## config.mk

```make
export PLATFORM = sky130hd
export DESIGN_NAME = spi_host_port
export DESIGN_NICKNAME = d
export VERILOG_FILES = /design/src/inc/spi_port_pkg.sv /design/src/rtl/spi_host_port.sv
export SDC_FILE = /design/constraint.sdc
export NUM_CORES = 1
export LEC_CHECK = 0
export ABC_AREA = 1
export ABC_CLOCK_PERIOD_IN_PS = 2400
export BUFFER_PORTS_ARGS = -buffer_cell sky130_fd_sc_hd__buf_2
export CAP_MARGIN = 40
export CORE_MARGIN = 4
export CORE_UTILIZATION = 54
export DETAILED_ROUTE_END_ITERATION = 6
export HOLD_SLACK_MARGIN = 0.06
export PLACE_DENSITY = 0.88
export SYNTH_ARGS = -nofsm -noshare
export SYNTH_HDL_FRONTEND = slang
export SYNTH_SLANG_ARGS = --single-unit
```

## constraint.sdc

```tcl
create_clock -name clock -period 2.4 [get_ports clock]
set_input_delay 0.48 -clock clock [delete_from_list [all_inputs] [get_ports clock]]
set_output_delay 0.48 -clock clock [all_outputs]
set_load 0.005 [all_outputs]
```

## src/inc/spi_port_pkg.sv

```systemverilog
// constants, states and state record of the host-facing spi port
package spi_port_pkg;

    // byte and buffer geometry
    localparam int DATA_W = 8;
    localparam int BIT_W = 3;
    localparam logic [BIT_W-1:0] LAST_BIT = 3'h7;
    localparam logic [BIT_W-1:0] FIRST_BIT = 3'h0;
    localparam int CNT_W = 2;
    localparam logic [CNT_W-1:0] BUF_DEPTH = 2'h2;
    localparam logic [CNT_W-1:0] BUF_EMPTY = 2'h0;
    localparam logic [CNT_W-1:0] ONE_WORD = 2'h1;

    // serial clock made when the port is master
    localparam int CLK_PERIOD_NS = 10;
    localparam int SCLK_HALF_NS = 60;
    localparam int HALF_RAW = SCLK_HALF_NS / CLK_PERIOD_NS;
    localparam int HALF_CYC = (HALF_RAW < 1) ? 1 : HALF_RAW;
    localparam int DIV_W = 4;
    localparam logic [DIV_W-1:0] DIV_LAST = DIV_W'(HALF_CYC - 1);
    localparam logic [DIV_W-1:0] DIV_ZERO = 4'h0;

    // one-hot sequencer states
    typedef enum logic [4:0] {
        ST_IDLE = 5'h01,
        ST_SLAVE = 5'h02,
        ST_MLOW = 5'h04,
        ST_MHIGH = 5'h08,
        ST_MEND = 5'h10
    } state_e_t;

    // whole state of the port
    typedef struct packed {
        state_e_t fsm;
        logic slaveRole;
        logic [1:0] sclkSync;
        logic [1:0] ssSync;
        logic [1:0] mosiSync;
        logic [1:0] misoSync;
        logic [1:0] gpioSync;
        logic sclkPrev;
        logic ssPrev;
        logic [DATA_W-1:0] txShift;
        logic [DATA_W-1:0] rxShift;
        logic [BIT_W-1:0] bitCount;
        logic loaded;
        logic [DIV_W-1:0] divCount;
        logic sclkLevel;
        logic ssLevel;
        logic [1:0][DATA_W-1:0] txMem;
        logic txHead;
        logic [CNT_W-1:0] txCount;
        logic [1:0][DATA_W-1:0] rxMem;
        logic rxHead;
        logic [CNT_W-1:0] rxCount;
    } port_state_t;

endpackage : spi_port_pkg

```

## src/rtl/spi_host_port.sv

```systemverilog
// host-facing spi port with buffered byte streams and io line three
`timescale 1ns/10ps

// Operation
// in slave role io line three drives high while transmit data waits
// outside slave role io line three stays an ordinary general io line
// master reads pending data when the data pending line is high
// reset low resets all logic; operation resumes after release
// miso is data input as master, driven data output as slave; the port drives it only while selected
// mosi is driven data output as master, sampled input as slave
// slave select is active low; driven as master, input as slave
// serial clock made here as master, taken as input as slave
// clear-to-send output low only while receive buffer has room
// data pending drops once the last queued byte is clocked out
module spi_host_port
    import spi_port_pkg::*;
(
    input wire logic clock,
    input wire logic rst_n,
    input wire logic clkEn,
    input wire logic slaveMode,
    // transmit byte stream from the module core
    input wire logic [DATA_W-1:0] txData,
    input wire logic txValid,
    output logic txReady,
    // receive byte stream towards the module core
    output logic [DATA_W-1:0] rxData,
    output logic rxValid,
    input wire logic rxReady,
    // spi pins, each as input, output and enable
    input wire logic misoIn,
    output logic misoOut,
    output logic misoOe,
    input wire logic mosiIn,
    output logic mosiOut,
    output logic mosiOe,
    input wire logic ssNIn,
    output logic ssNOut,
    output logic ssNOe,
    input wire logic sclkIn,
    output logic sclkOut,
    output logic sclkOe,
    // flow control towards the host
    output logic hostCtsN,
    // general io line three, pin side and core side
    input wire logic generalIoLineThreeIn,
    output logic generalIoLineThreeOut,
    output logic generalIoLineThreeOe,
    input wire logic gpioOut,
    input wire logic gpioOe,
    output logic gpioIn,
    output logic dataPendingFlag
);

    port_state_t st;
    port_state_t next_st;

    // reset record: idle, master role, select and its history high
    localparam port_state_t RESET_ST = '{
        fsm: ST_IDLE,
        slaveRole: 1'b0, // master role until idle samples slaveMode
        sclkSync: '0, // serial clock idles low in mode 0
        ssSync: '1, // select idles high, so no false assert
        mosiSync: '0,
        misoSync: '0,
        gpioSync: '0,
        sclkPrev: 1'b0,
        ssPrev: 1'b1,
        txShift: '0,
        rxShift: '0,
        bitCount: FIRST_BIT,
        loaded: 1'b0,
        divCount: DIV_ZERO,
        sclkLevel: 1'b0,
        ssLevel: 1'b1,
        txMem: '0,
        txHead: 1'b0,
        txCount: BUF_EMPTY,
        rxMem: '0,
        rxHead: 1'b0,
        rxCount: BUF_EMPTY
    };

    // strobes and buffer indices of the current cycle
    logic sclkRise;
    logic sclkFall;
    logic ssAssert;
    logic ssRelease;
    logic txPush;
    logic txPop;
    logic rxPush;
    logic rxPop;
    logic [DATA_W-1:0] rxByte;
    logic txTail;
    logic rxTail;

    // edges seen on the synchronised link inputs
    assign sclkRise = st.sclkSync[1] & ~st.sclkPrev;
    assign sclkFall = ~st.sclkSync[1] & st.sclkPrev;
    assign ssAssert = ~st.ssSync[1] & st.ssPrev;
    assign ssRelease = st.ssSync[1] & ~st.ssPrev;

    // buffer handshakes on the core side
    assign txReady = (st.txCount != BUF_DEPTH);
    assign txPush = txValid & txReady;
    assign rxValid = (st.rxCount != BUF_EMPTY);
    assign rxPop = rxValid & rxReady;
    assign rxData = st.rxMem[st.rxHead];
    assign txTail = st.txHead ^ st.txCount[0];
    assign rxTail = st.rxHead ^ st.rxCount[0];

    // flow control: high only when receive buffer is full
    assign hostCtsN = (st.rxCount == BUF_DEPTH);

    // pending flag from queued or loaded transmit bytes
    assign dataPendingFlag = st.slaveRole &&
        (st.txCount != BUF_EMPTY); // see R1, see R10

    // io line three: flag in slave role, plain io otherwise
    always_comb begin
        if (st.slaveRole) begin
            generalIoLineThreeOut = dataPendingFlag;
            generalIoLineThreeOe = 1'b1;
        end else begin
            generalIoLineThreeOut = gpioOut;
            generalIoLineThreeOe = gpioOe;
        end
    end
    // core reads the pin only after two flops
    assign gpioIn = st.gpioSync[1];

    // pin drive per role
    always_comb begin
        if (st.slaveRole) begin
            misoOut = st.txShift[DATA_W-1];
            misoOe = (st.fsm == ST_SLAVE);
            mosiOut = 1'b0;
            mosiOe = 1'b0;
            ssNOut = 1'b1;
            ssNOe = 1'b0;
            sclkOut = 1'b0;
            sclkOe = 1'b0;
        end else begin
            misoOut = 1'b0;
            misoOe = 1'b0;
            mosiOut = st.txShift[DATA_W-1];
            mosiOe = 1'b1;
            ssNOut = st.ssLevel;
            ssNOe = 1'b1;
            sclkOut = st.sclkLevel;
            sclkOe = 1'b1;
        end
    end

    // next state of the whole port
    always_comb begin
        next_st = st;
        txPop = 1'b0;
        rxPush = 1'b0;
        rxByte = st.rxShift;

        // two-stage synchronisers and edge history
        next_st.sclkSync = {st.sclkSync[0], sclkIn};
        next_st.ssSync = {st.ssSync[0], ssNIn};
        next_st.mosiSync = {st.mosiSync[0], mosiIn};
        next_st.misoSync = {st.misoSync[0], misoIn};
        next_st.gpioSync = {st.gpioSync[0], generalIoLineThreeIn};
        next_st.sclkPrev = st.sclkSync[1];
        next_st.ssPrev = st.ssSync[1];

        case (st.fsm)
            ST_IDLE: begin
                // role only changes between transfers
                next_st.slaveRole = slaveMode;
                next_st.sclkLevel = 1'b0;
                next_st.ssLevel = 1'b1;
                next_st.bitCount = FIRST_BIT;
                next_st.divCount = DIV_ZERO;
                if (st.slaveRole && slaveMode && ssAssert) begin
                    // selected by the external master
                    next_st.fsm = ST_SLAVE;
                    next_st.loaded = (st.txCount != BUF_EMPTY);
                    next_st.txShift = (st.txCount != BUF_EMPTY) ?
                        st.txMem[st.txHead] : '0;
                end else if (!st.slaveRole && !slaveMode &&
                        st.txCount != BUF_EMPTY &&
                        st.rxCount != BUF_DEPTH) begin
                    // master starts a byte when one is queued and the receive buffer has room
                    next_st.fsm = ST_MLOW;
                    next_st.ssLevel = 1'b0;
                    next_st.loaded = 1'b1;
                    next_st.txShift = st.txMem[st.txHead];
                end
            end
            ST_SLAVE: begin
                if (ssRelease) begin
                    // frame ends; a partial byte is dropped
                    next_st.fsm = ST_IDLE;
                    next_st.loaded = 1'b0;
                    next_st.bitCount = FIRST_BIT;
                end else if (sclkRise) begin
                    // sample mosi on rising clock edge
                    next_st.rxShift = {st.rxShift[DATA_W-2:0],
                        st.mosiSync[1]}; // see R6
                    next_st.bitCount = st.bitCount + 3'h1;
                    if (st.bitCount == LAST_BIT) begin
                        rxByte = {st.rxShift[DATA_W-2:0], st.mosiSync[1]};
                        rxPush = (st.rxCount != BUF_DEPTH);
                        txPop = st.loaded;
                        next_st.loaded = 1'b0;
                    end
                end else if (sclkFall) begin
                    if (st.bitCount == FIRST_BIT) begin
                        // next byte of a longer frame
                        next_st.loaded = (st.txCount != BUF_EMPTY);
                        next_st.txShift = (st.txCount != BUF_EMPTY) ?
                            st.txMem[st.txHead] : '0;
                    end else begin
                        next_st.txShift = {st.txShift[DATA_W-2:0], 1'b0};
                    end
                end
            end
            ST_MLOW: begin
                // low half of the generated serial clock
                if (st.divCount == DIV_LAST) begin
                    next_st.divCount = DIV_ZERO;
                    next_st.sclkLevel = 1'b1;
                    next_st.fsm = ST_MHIGH;
                end else begin
                    next_st.divCount = st.divCount + 4'h1;
                end
            end
            ST_MHIGH: begin
                // high half; miso taken just before the fall
                if (st.divCount == DIV_LAST) begin
                    next_st.divCount = DIV_ZERO;
                    next_st.sclkLevel = 1'b0;
                    next_st.rxShift = {st.rxShift[DATA_W-2:0],
                        st.misoSync[1]};
                    next_st.txShift = {st.txShift[DATA_W-2:0], 1'b0};
                    next_st.bitCount = st.bitCount + 3'h1;
                    next_st.fsm = (st.bitCount == LAST_BIT) ?
                        ST_MEND : ST_MLOW;
                end else begin
                    next_st.divCount = st.divCount + 4'h1;
                end
            end
            ST_MEND: begin
                // hold select one half period, then release
                if (st.divCount == DIV_LAST) begin
                    next_st.divCount = DIV_ZERO;
                    next_st.ssLevel = 1'b1;
                    next_st.loaded = 1'b0;
                    rxPush = (st.rxCount != BUF_DEPTH);
                    txPop = st.loaded;
                    next_st.fsm = ST_IDLE;
                end else begin
                    next_st.divCount = st.divCount + 4'h1;
                end
            end
            // an illegal code falls back to idle
            default: begin
                next_st.fsm = ST_IDLE;
            end
        endcase

        // transmit buffer update
        if (txPush) begin
            next_st.txMem[txTail] = txData;
        end
        if (txPop) begin
            next_st.txHead = ~st.txHead;
        end
        if (txPush && !txPop) begin
            next_st.txCount = st.txCount + ONE_WORD;
        end else if (!txPush && txPop) begin
            next_st.txCount = st.txCount - ONE_WORD;
        end

        // receive buffer update
        if (rxPush) begin
            next_st.rxMem[rxTail] = rxByte;
        end
        if (rxPop) begin
            next_st.rxHead = ~st.rxHead;
        end
        if (rxPush && !rxPop) begin
            next_st.rxCount = st.rxCount + ONE_WORD;
        end else if (!rxPush && rxPop) begin
            next_st.rxCount = st.rxCount - ONE_WORD;
        end
    end

    // state register, frozen while clkEn is low
    always_ff @(posedge clock or negedge rst_n) begin
        if (!rst_n) begin
            st <= RESET_ST;
        end else if (clkEn) begin
            st <= next_st;
        end
    end

endmodule : spi_host_port

```

==> results of run 1 <==
worst register-to-register path: stages (launching register included):
cell and delay, ns:
dfrtp_1 0.39, ha_1 0.17, ha_2 0.20, inv_1 0.08, nor2_1 0.19, nand2_4 0.06
nand2_1 0.09, o211ai_1 0.10, ha_1 0.29, nor2_2 0.14, a21boi_0 0.19, o21ai_0 0.13
xor2_1 0.16
per-stage QoR:
stage,power [W],worst slack [ns],utilization (%),std cells,hold WS [ns]
after floorplan,0.00379,0.104,-,590,0.184
after global placement,0.00428,0.211,59.9,730,0.444
after detailed placement,0.00440,0.0632,59.9,730,0.457
after CTS,0.00548,0.0584,62.4,746,0.0601
after global routing,0.00592,0.00186,63.0,751,0.0735
final,0.00546,0.0941,63.0,751,0.0539
layout by cell type (no fill, tap or decap), types with 3 or more instances in the layout:
cell type and n:
inv_2 9, nor2_1 21, dfstp_2 5, nand2_1 227
o21a_1 7, o21ai_0 36, nor2_4 6, a21oi_1 3
ha_1 8, nand4_1 18, dfrtp_1 77, nand3_2 6
o21ai_1 9, o21ai_2 9, nand2_2 9, mux2_2 8
nand3_1 35, clkbuf_8 9, buf_4 14, nand2_4 4
nor2_2 5, inv_1 45, xor2_1 7, buf_2 42
flip-flops by register name, summed over array words and instances (netlist names):
name / count
gpioIn: 1
next_st: 7
st: 74
cell families (layout without fill, tap and decap cells):
kind of cell	Yosys count	in the layout
fa+ha+maj	9	9
mux	8	8
buf+inv	73	129
compound gates	69	69
xor+xnor	10	10
simple gates	339	339
flops	82	82
worst max path at each step:
stage	startpoint	to	slack [ns]	depth (start not counted)
6_report	st[45]	st[20]	0.09	12
5_1_grt	st[41]	st[1]	0.002	11
4_1_cts	st[79]	st[20]	0.06	11
3_5_place_dp	st[79]	st[20]	0.06	11
3_3_place_gp	st[45]	st[1]	0.21	11
2_1_floorplan	st[45]	st[1]	0.10	12
metal layers:
metal,global-route usage (%),wire length [µm],up-vias
li1,-,-,1999
met4,8.60,310,0
met3,4.64,561,26
met2,39.3,5310,130
met1,27.2,4380,1872
met5,0,0,-
where the power goes:
| part | leakage (nW) | internal [W] | total (W) | switching, W |
|---|---|---|---|---|
| Clock | 0.108 | 0.000503 | 0.00106 | 0.000553 |
| Combinational | 1.61 | 0.000814 | 0.00228 | 0.00146 |
| Sequential | 1.03 | 0.00180 | 0.00213 | 0.000323 |
| Total | 2.75 | 0.00312 | 0.00546 | 0.00234 |
final cells by class:
class                      instances  area, µm²
clock buffer                       9        124
clock inverter                     7       83.8
fill                             693       3070
inverter                          56        213
multi-input combinational        435       2280
sequential                        82       2060
tap                              105        131
timing repair buffer              57        335
repair_timing:
action,4_1_cts,5_1_grt
setup endpoints to repair,0,2
gates resized for setup,0,3
buffers inserted,0,5
==> results.py, run 1 <==
metrics = {
    "place": {
        "dp_hpwl_um": 7570,
        "placed_area_um2": 4970,
        "portBuffers": 43,
        "gp_congestion": 0.947,
    },
    "logic_synthesis": {
        "synthTopCellsByCount": "nand2_1 (227), dfrtp_1 (77), inv_1 (45), o21ai_0 (36), nand3_1 (35)",
        "yosysSeqAreaShare_pct": 44.2,
        "netlist_area_um2": 4660,
        "synth.most_common_cell": "nand2_1",
        "synth-simple-area-share_pct": 33.4,
        "synth_area_leaders": "dfrtp_1 (41%), nand2_1 (18%), o21ai_0 (3.9%)",
        "synth_edf_count": 0,
        "syn_avg_cell_area_um2": 7.89,
        "ys_async_sr_fraction_pct": 100,
        "synth-main-ff-cell": "dfrtp_1",
        "synth_seq_cells": 82,
        "synthesis.nets": 620,
        "yosys.area.top_type": "dfrtp_1",
        "synth_top_family_by_area": "simple AND/OR/NAND/NOR gates",
        "synthCells": 590,
        "synth.top_cell.area_share_pct": 41.4,
        "synth_compound_area_share_pct": 8.79,
        "synthMuxAreaShare_pct": 1.93,
        "synth_xor_area_share_pct": 2.28,
        "synthAdderAreaFrac_pct": 2.42,
        "ys_types": 41,
        "yosys_warnings": 0,
    },
    "worst_setup_path": {
        "critPathBufInv": 1,
        "crit_chain": "ha_1, ha_2, inv_1, nor2_1, nand2_4, nand2_1, o211ai_1, ha_1, nor2_2, a21boi_0, o21ai_0, xor2_1",
        "cp_common_cell": "ha_1",
        "end_kind": "flop",
        "rr_endpoint": "st[20]",
        "worstPathRequired_ns": 2.64,
        "reg2reg_depth": 12,
        "criticalPathCategory": "reg -> reg",
        "cp.arrival_ns": 2.55,
        "critPathMaxStageDelay_ns": 0.39,
        "cpMaxStageDelayCell": "dfrtp_1",
        "r2r_slack_ns": 0.09,
        "critPathMaxFanout": 4,
        "crit_family": "adder cells",
        "regToRegStartpoint": "st[45]",
        "cp-start-kind": "flop",
    },
    "die": {
        "initial_core_util_pct": 56.1,
        "die_x_um": 101,
        "rows": 33,
        "io_pins": 44,
        "core_area_um2": 8300,
        "dieArea_um2": 10200,
        "chipHeight_um": 101,
    },
    "drt": {
        "first_pass_iters": 5,
        "wl_per_cell_um": 14.1,
        "drc": 0,
        "num_vias": 4027,
        "via_per_inst": 5.36,
        "ant_nets": 0,
        "detail_route.iter0.violations": 185,
        "drt_wl_total_um": 10600,
    },
    "timing": {
        "finClkSkew_ns": 0.0129,
        "fin_crit_sh_pct": 96.1,
        "rsz0062_at_grt": "false",
        "worstMarginPinSlew_ns": 0.445,
        "finalHoldViolations": 0,
        "fin_setup_tns_ns": 0,
        "finalSetupViolCount": 0,
        "slew_headroom_pct": 70.3,
        "fmax_mhz": 434,
        "maxSlewViolCount": 0,
        "post-route-min-period_ns": 2.31,
    },
    "final_layout": {
        "area_growth_pct": 12.3,
        "nets": 671,
        "final_area_um2": 5230,
        "diodes": 0,
        "drive_above_1_share_pct": 22.3,
    },
    "status": {
        "status": "completed",
    },
    "cts": {
        "clock_sinks": 82,
        "cts_hold_buf": 0,
        "tritoncts": "built",
        "clockRootBuffer": "clkbuf_8",
        "clk_path_buf_depth": 2,
        "path_clk_slew_ns": 0.10,
        "numCtsBuffers": 9,
        "h-tree-depth": 3,
        "insertion_delay_ns": 0.36,
    },
    "global_route": {
        "grt_usage_pct": 22.5,
        "antenna_found_initial": 0,
        "grt-ovfl-total": 0,
        "grt_pass1_vias": 4146,
        "grt_pass1_wl_um": 18300,
        "grt_start_max_net_pins": 52,
    },
    "pwr": {
        "p_per_area_nw_per_um2": 1040,
        "vdd_ir_drop_max_v": 0.000565,
        "leakage_nw": 2.75,
    },
    "hold_path": {
        "hp-class": "in -> async",
    },
    "job": {
        "maxCapViolations": 0,
    },
}
Power figures use the tool's default switching activity.
==> inputs of run 2 (changes only) <==
Settings changed: ABC_AREA 1 to 0, CORE_MARGIN 4 to 3, CORE_UTILIZATION 54 to 53, PLACE_DENSITY 0.88 to 0.87.
==> results.py, run 2 <==
metrics = {
    "status": {
        "status": "completed",
    },
    "worst_setup_path": {
        "reg2reg_depth": 5,
        "end_kind": "flop",
        "critPathMaxFanout": 8,
        "cp.arrival_ns": 2.46,
        "cp-start-kind": "flop",
        "worstPathRequired_ns": 2.63,
        "criticalPathCategory": "reg -> reg",
    },
    "global_route": {
        "antenna_found_initial": 0,
        "grt-ovfl-total": 0,
        "grt_start_max_net_pins": 43,
        "met1_usage_pct": 26.8,
        "use_met3_pct": 3.90,
        "use_met2_pct": 33.5,
        "grt_pass1_vias": 2944,
        "grt_pass1_wl_um": 14200,
        "busiest_layer": "met2",
        "grt_usage_pct": 20.3,
    },
    "final_layout": {
        "area_growth_pct": 12.5,
        "largest_reg_flops": 74,
        "ff_latch_area_um2": 2060,
        "nets": 436,
        "fill_cells": 601,
        "final_area_um2": 4720,
        "final_cells": 509,
        "final_common_cell": "dfrtp_1",
        "diodes": 0,
        "multi_input_area_um2": 1990,
        "drive_above_1_share_pct": 35.6,
        "mostFrequentLayoutCells": "dfrtp_1 (77), mux2_2 (55), buf_2 (42), nor2_1 (27), a21oi_1 (22)",
        "regMostFlops": "st",
    },
    "timing": {
        "maxSlewViolCount": 0,
        "finClkSkew_ns": 0.00883,
        "finalHoldViolations": 0,
        "fin_crit_sh_pct": 92.9,
        "slew_headroom_pct": 61.5,
        "post-route-min-period_ns": 2.23,
        "fmax_mhz": 448,
        "hold_ws_ns": 0.106,
        "rsz0062_at_grt": "false",
        "finalSetupViolCount": 0,
        "worstMarginPinSlew_ns": 0.574,
        "fin_setup_tns_ns": 0,
        "setup_ws_ns": 0.170,
    },
    "place": {
        "post-place-ws_ns": 0.179,
        "placed_area_um2": 4540,
        "dp_hpwl_um": 6100,
        "portBuffers": 43,
        "gp_congestion": 0.839,
        "dp.cells": 494,
    },
    "cts": {
        "insertion_delay_ns": 0.35,
        "numCtsBuffers": 9,
        "path_clk_slew_ns": 0.08,
        "clockRootBuffer": "clkbuf_8",
        "clock_sinks": 82,
        "cts_setup_buffers": 0,
        "clk_path_buf_depth": 2,
        "tritoncts": "built",
        "h-tree-depth": 3,
    },
    "logic_synthesis": {
        "synth_area_leaders": "dfrtp_1 (46%), mux2_2 (15%), mux2i_1 (4.8%)",
        "synth.most_common_cell": "dfrtp_1",
        "yosys_warnings": 0,
        "synthesis.nets": 386,
        "ys_async_sr_fraction_pct": 100,
        "synth_seq_cells": 82,
        "syn_avg_cell_area_um2": 11.8,
        "synthTopCellsByCount": "dfrtp_1 (77), mux2_2 (55), nor2_1 (27), a21oi_1 (22), mux2i_1 (20)",
        "synth_edf_count": 0,
        "yosysSeqAreaShare_pct": 49.1,
        "synth-main-ff-cell": "dfrtp_1",
        "netlist_area_um2": 4190,
        "synth.top_cell.area_share_pct": 45.9,
        "yosys.area.top_type": "dfrtp_1",
        "ys_types": 58,
        "synthCells": 356,
    },
    "pwr": {
        "p_per_area_nw_per_um2": 1040,
        "leakage_nw": 2.13,
        "vdd_ir_drop_max_v": 0.000654,
    },
    "die": {
        "die_x_um": 95.0,
        "dieArea_um2": 9020,
        "io_pins": 44,
        "rows": 31,
        "core_area_um2": 7450,
        "initial_core_util_pct": 56.3,
        "chipHeight_um": 95.0,
    },
    "drt": {
        "via_per_inst": 5.63,
        "drt_wl_total_um": 8420,
        "first_pass_iters": 4,
        "drc": 0,
        "num_vias": 2867,
        "detail_route.iter0.violations": 194,
        "wl_per_cell_um": 16.5,
        "ant_nets": 0,
    },
    "job": {
        "maxCapViolations": 0,
    },
    "hold_path": {
        "hp-class": "in -> async",
    },
}
-- run 2: cell types whose count changed after synthesis, sizes merged, moves of 32 or more --
cell,change
o21ai,-47
inv,-42
mux2,+47
nand3,-32
nand2,-223
-- run 2: logic make-up (layout without fill, tap and decap cells) --
kind of cell             count (synthesis)  count (layout)  share of synthesized area [%]
multiplexers                            75              75                           19.5
AO/OA/AOI/OAI                           60              60                           10.9
XOR/XNOR                                10              10                           2.09
AND/OR/NAND/NOR                         91              91                           12.1
flip-flops                              82              82                           49.1
buffers and inverters                   29              83                           3.61
adder cells (fa/ha/maj)                  9               9                           2.69
-- run 2: worst paths after layout --
kind / to / startpoint / slack, ns
worst min-delay path: next_st[75] / rst_n / 0.11
worst max-delay path: st[56] / st[0] / 0.17
max in group asynchronous: st[77] / rst_n / 1.64
worst max register to register: st[56] / st[0] / 0.17
worst min register to register: st[39] / st[39] / 0.49
min in group clock: next_st[73] / ssNIn / 0.36
-- run 2: cell type report --
class,instances,area share (%)
Sequential cell,82,43.6
Multi-Input combinational cell,245,42.1
Timing Repair Buffer,55,6.79
Clock buffer,10,2.70
Tap cell,99,2.63
Clock inverter,5,1.14
Inverter,13,1.03
-- run 2: metrics by stage --
| step | power (W) | utilization [%] |
|---|---|---|
| finish | 0.00489 | 63.4 |
| global route | 0.00520 | 63.4 |
| CTS | 0.00492 | 63.3 |
| detailed placement | 0.00395 | 60.9 |
| global placement | 0.00385 | 60.9 |
| floorplan | 0.00342 | - |
-- run 2: what timing repair did --
item / in CTS / in global routing
endpoints found under the hold margin: 0 / 0
hold buffers: 0 / 0
resized for setup: 0 / 1
endpoints found under the setup margin: 0 / 3
-- run 2: metal layers --
metal  share of wire (%)  vias to the layer above  routed length (µm)
met5                   0                        -                   0
met4                 1.7                        0                 140
met3                 3.8                       14                 324
met2                  50                       62                4220
met1                  44                     1425                3730
li1                    -                     1366                   -
-- run 2: where the power goes --
group,internal [W],switching (W)
sequential,0.00180,0.000406
clock,0.000474,0.000483
combinational,0.000908,0.000814
-- run 2: critical path: stages (launching register included) --
cell and delay [ns]:
dfrtp_1 0.50, nor2b_1 0.13, nor4_1 0.46, o22ai_1 0.18, a21oi_2 0.43, mux2_2 0.40
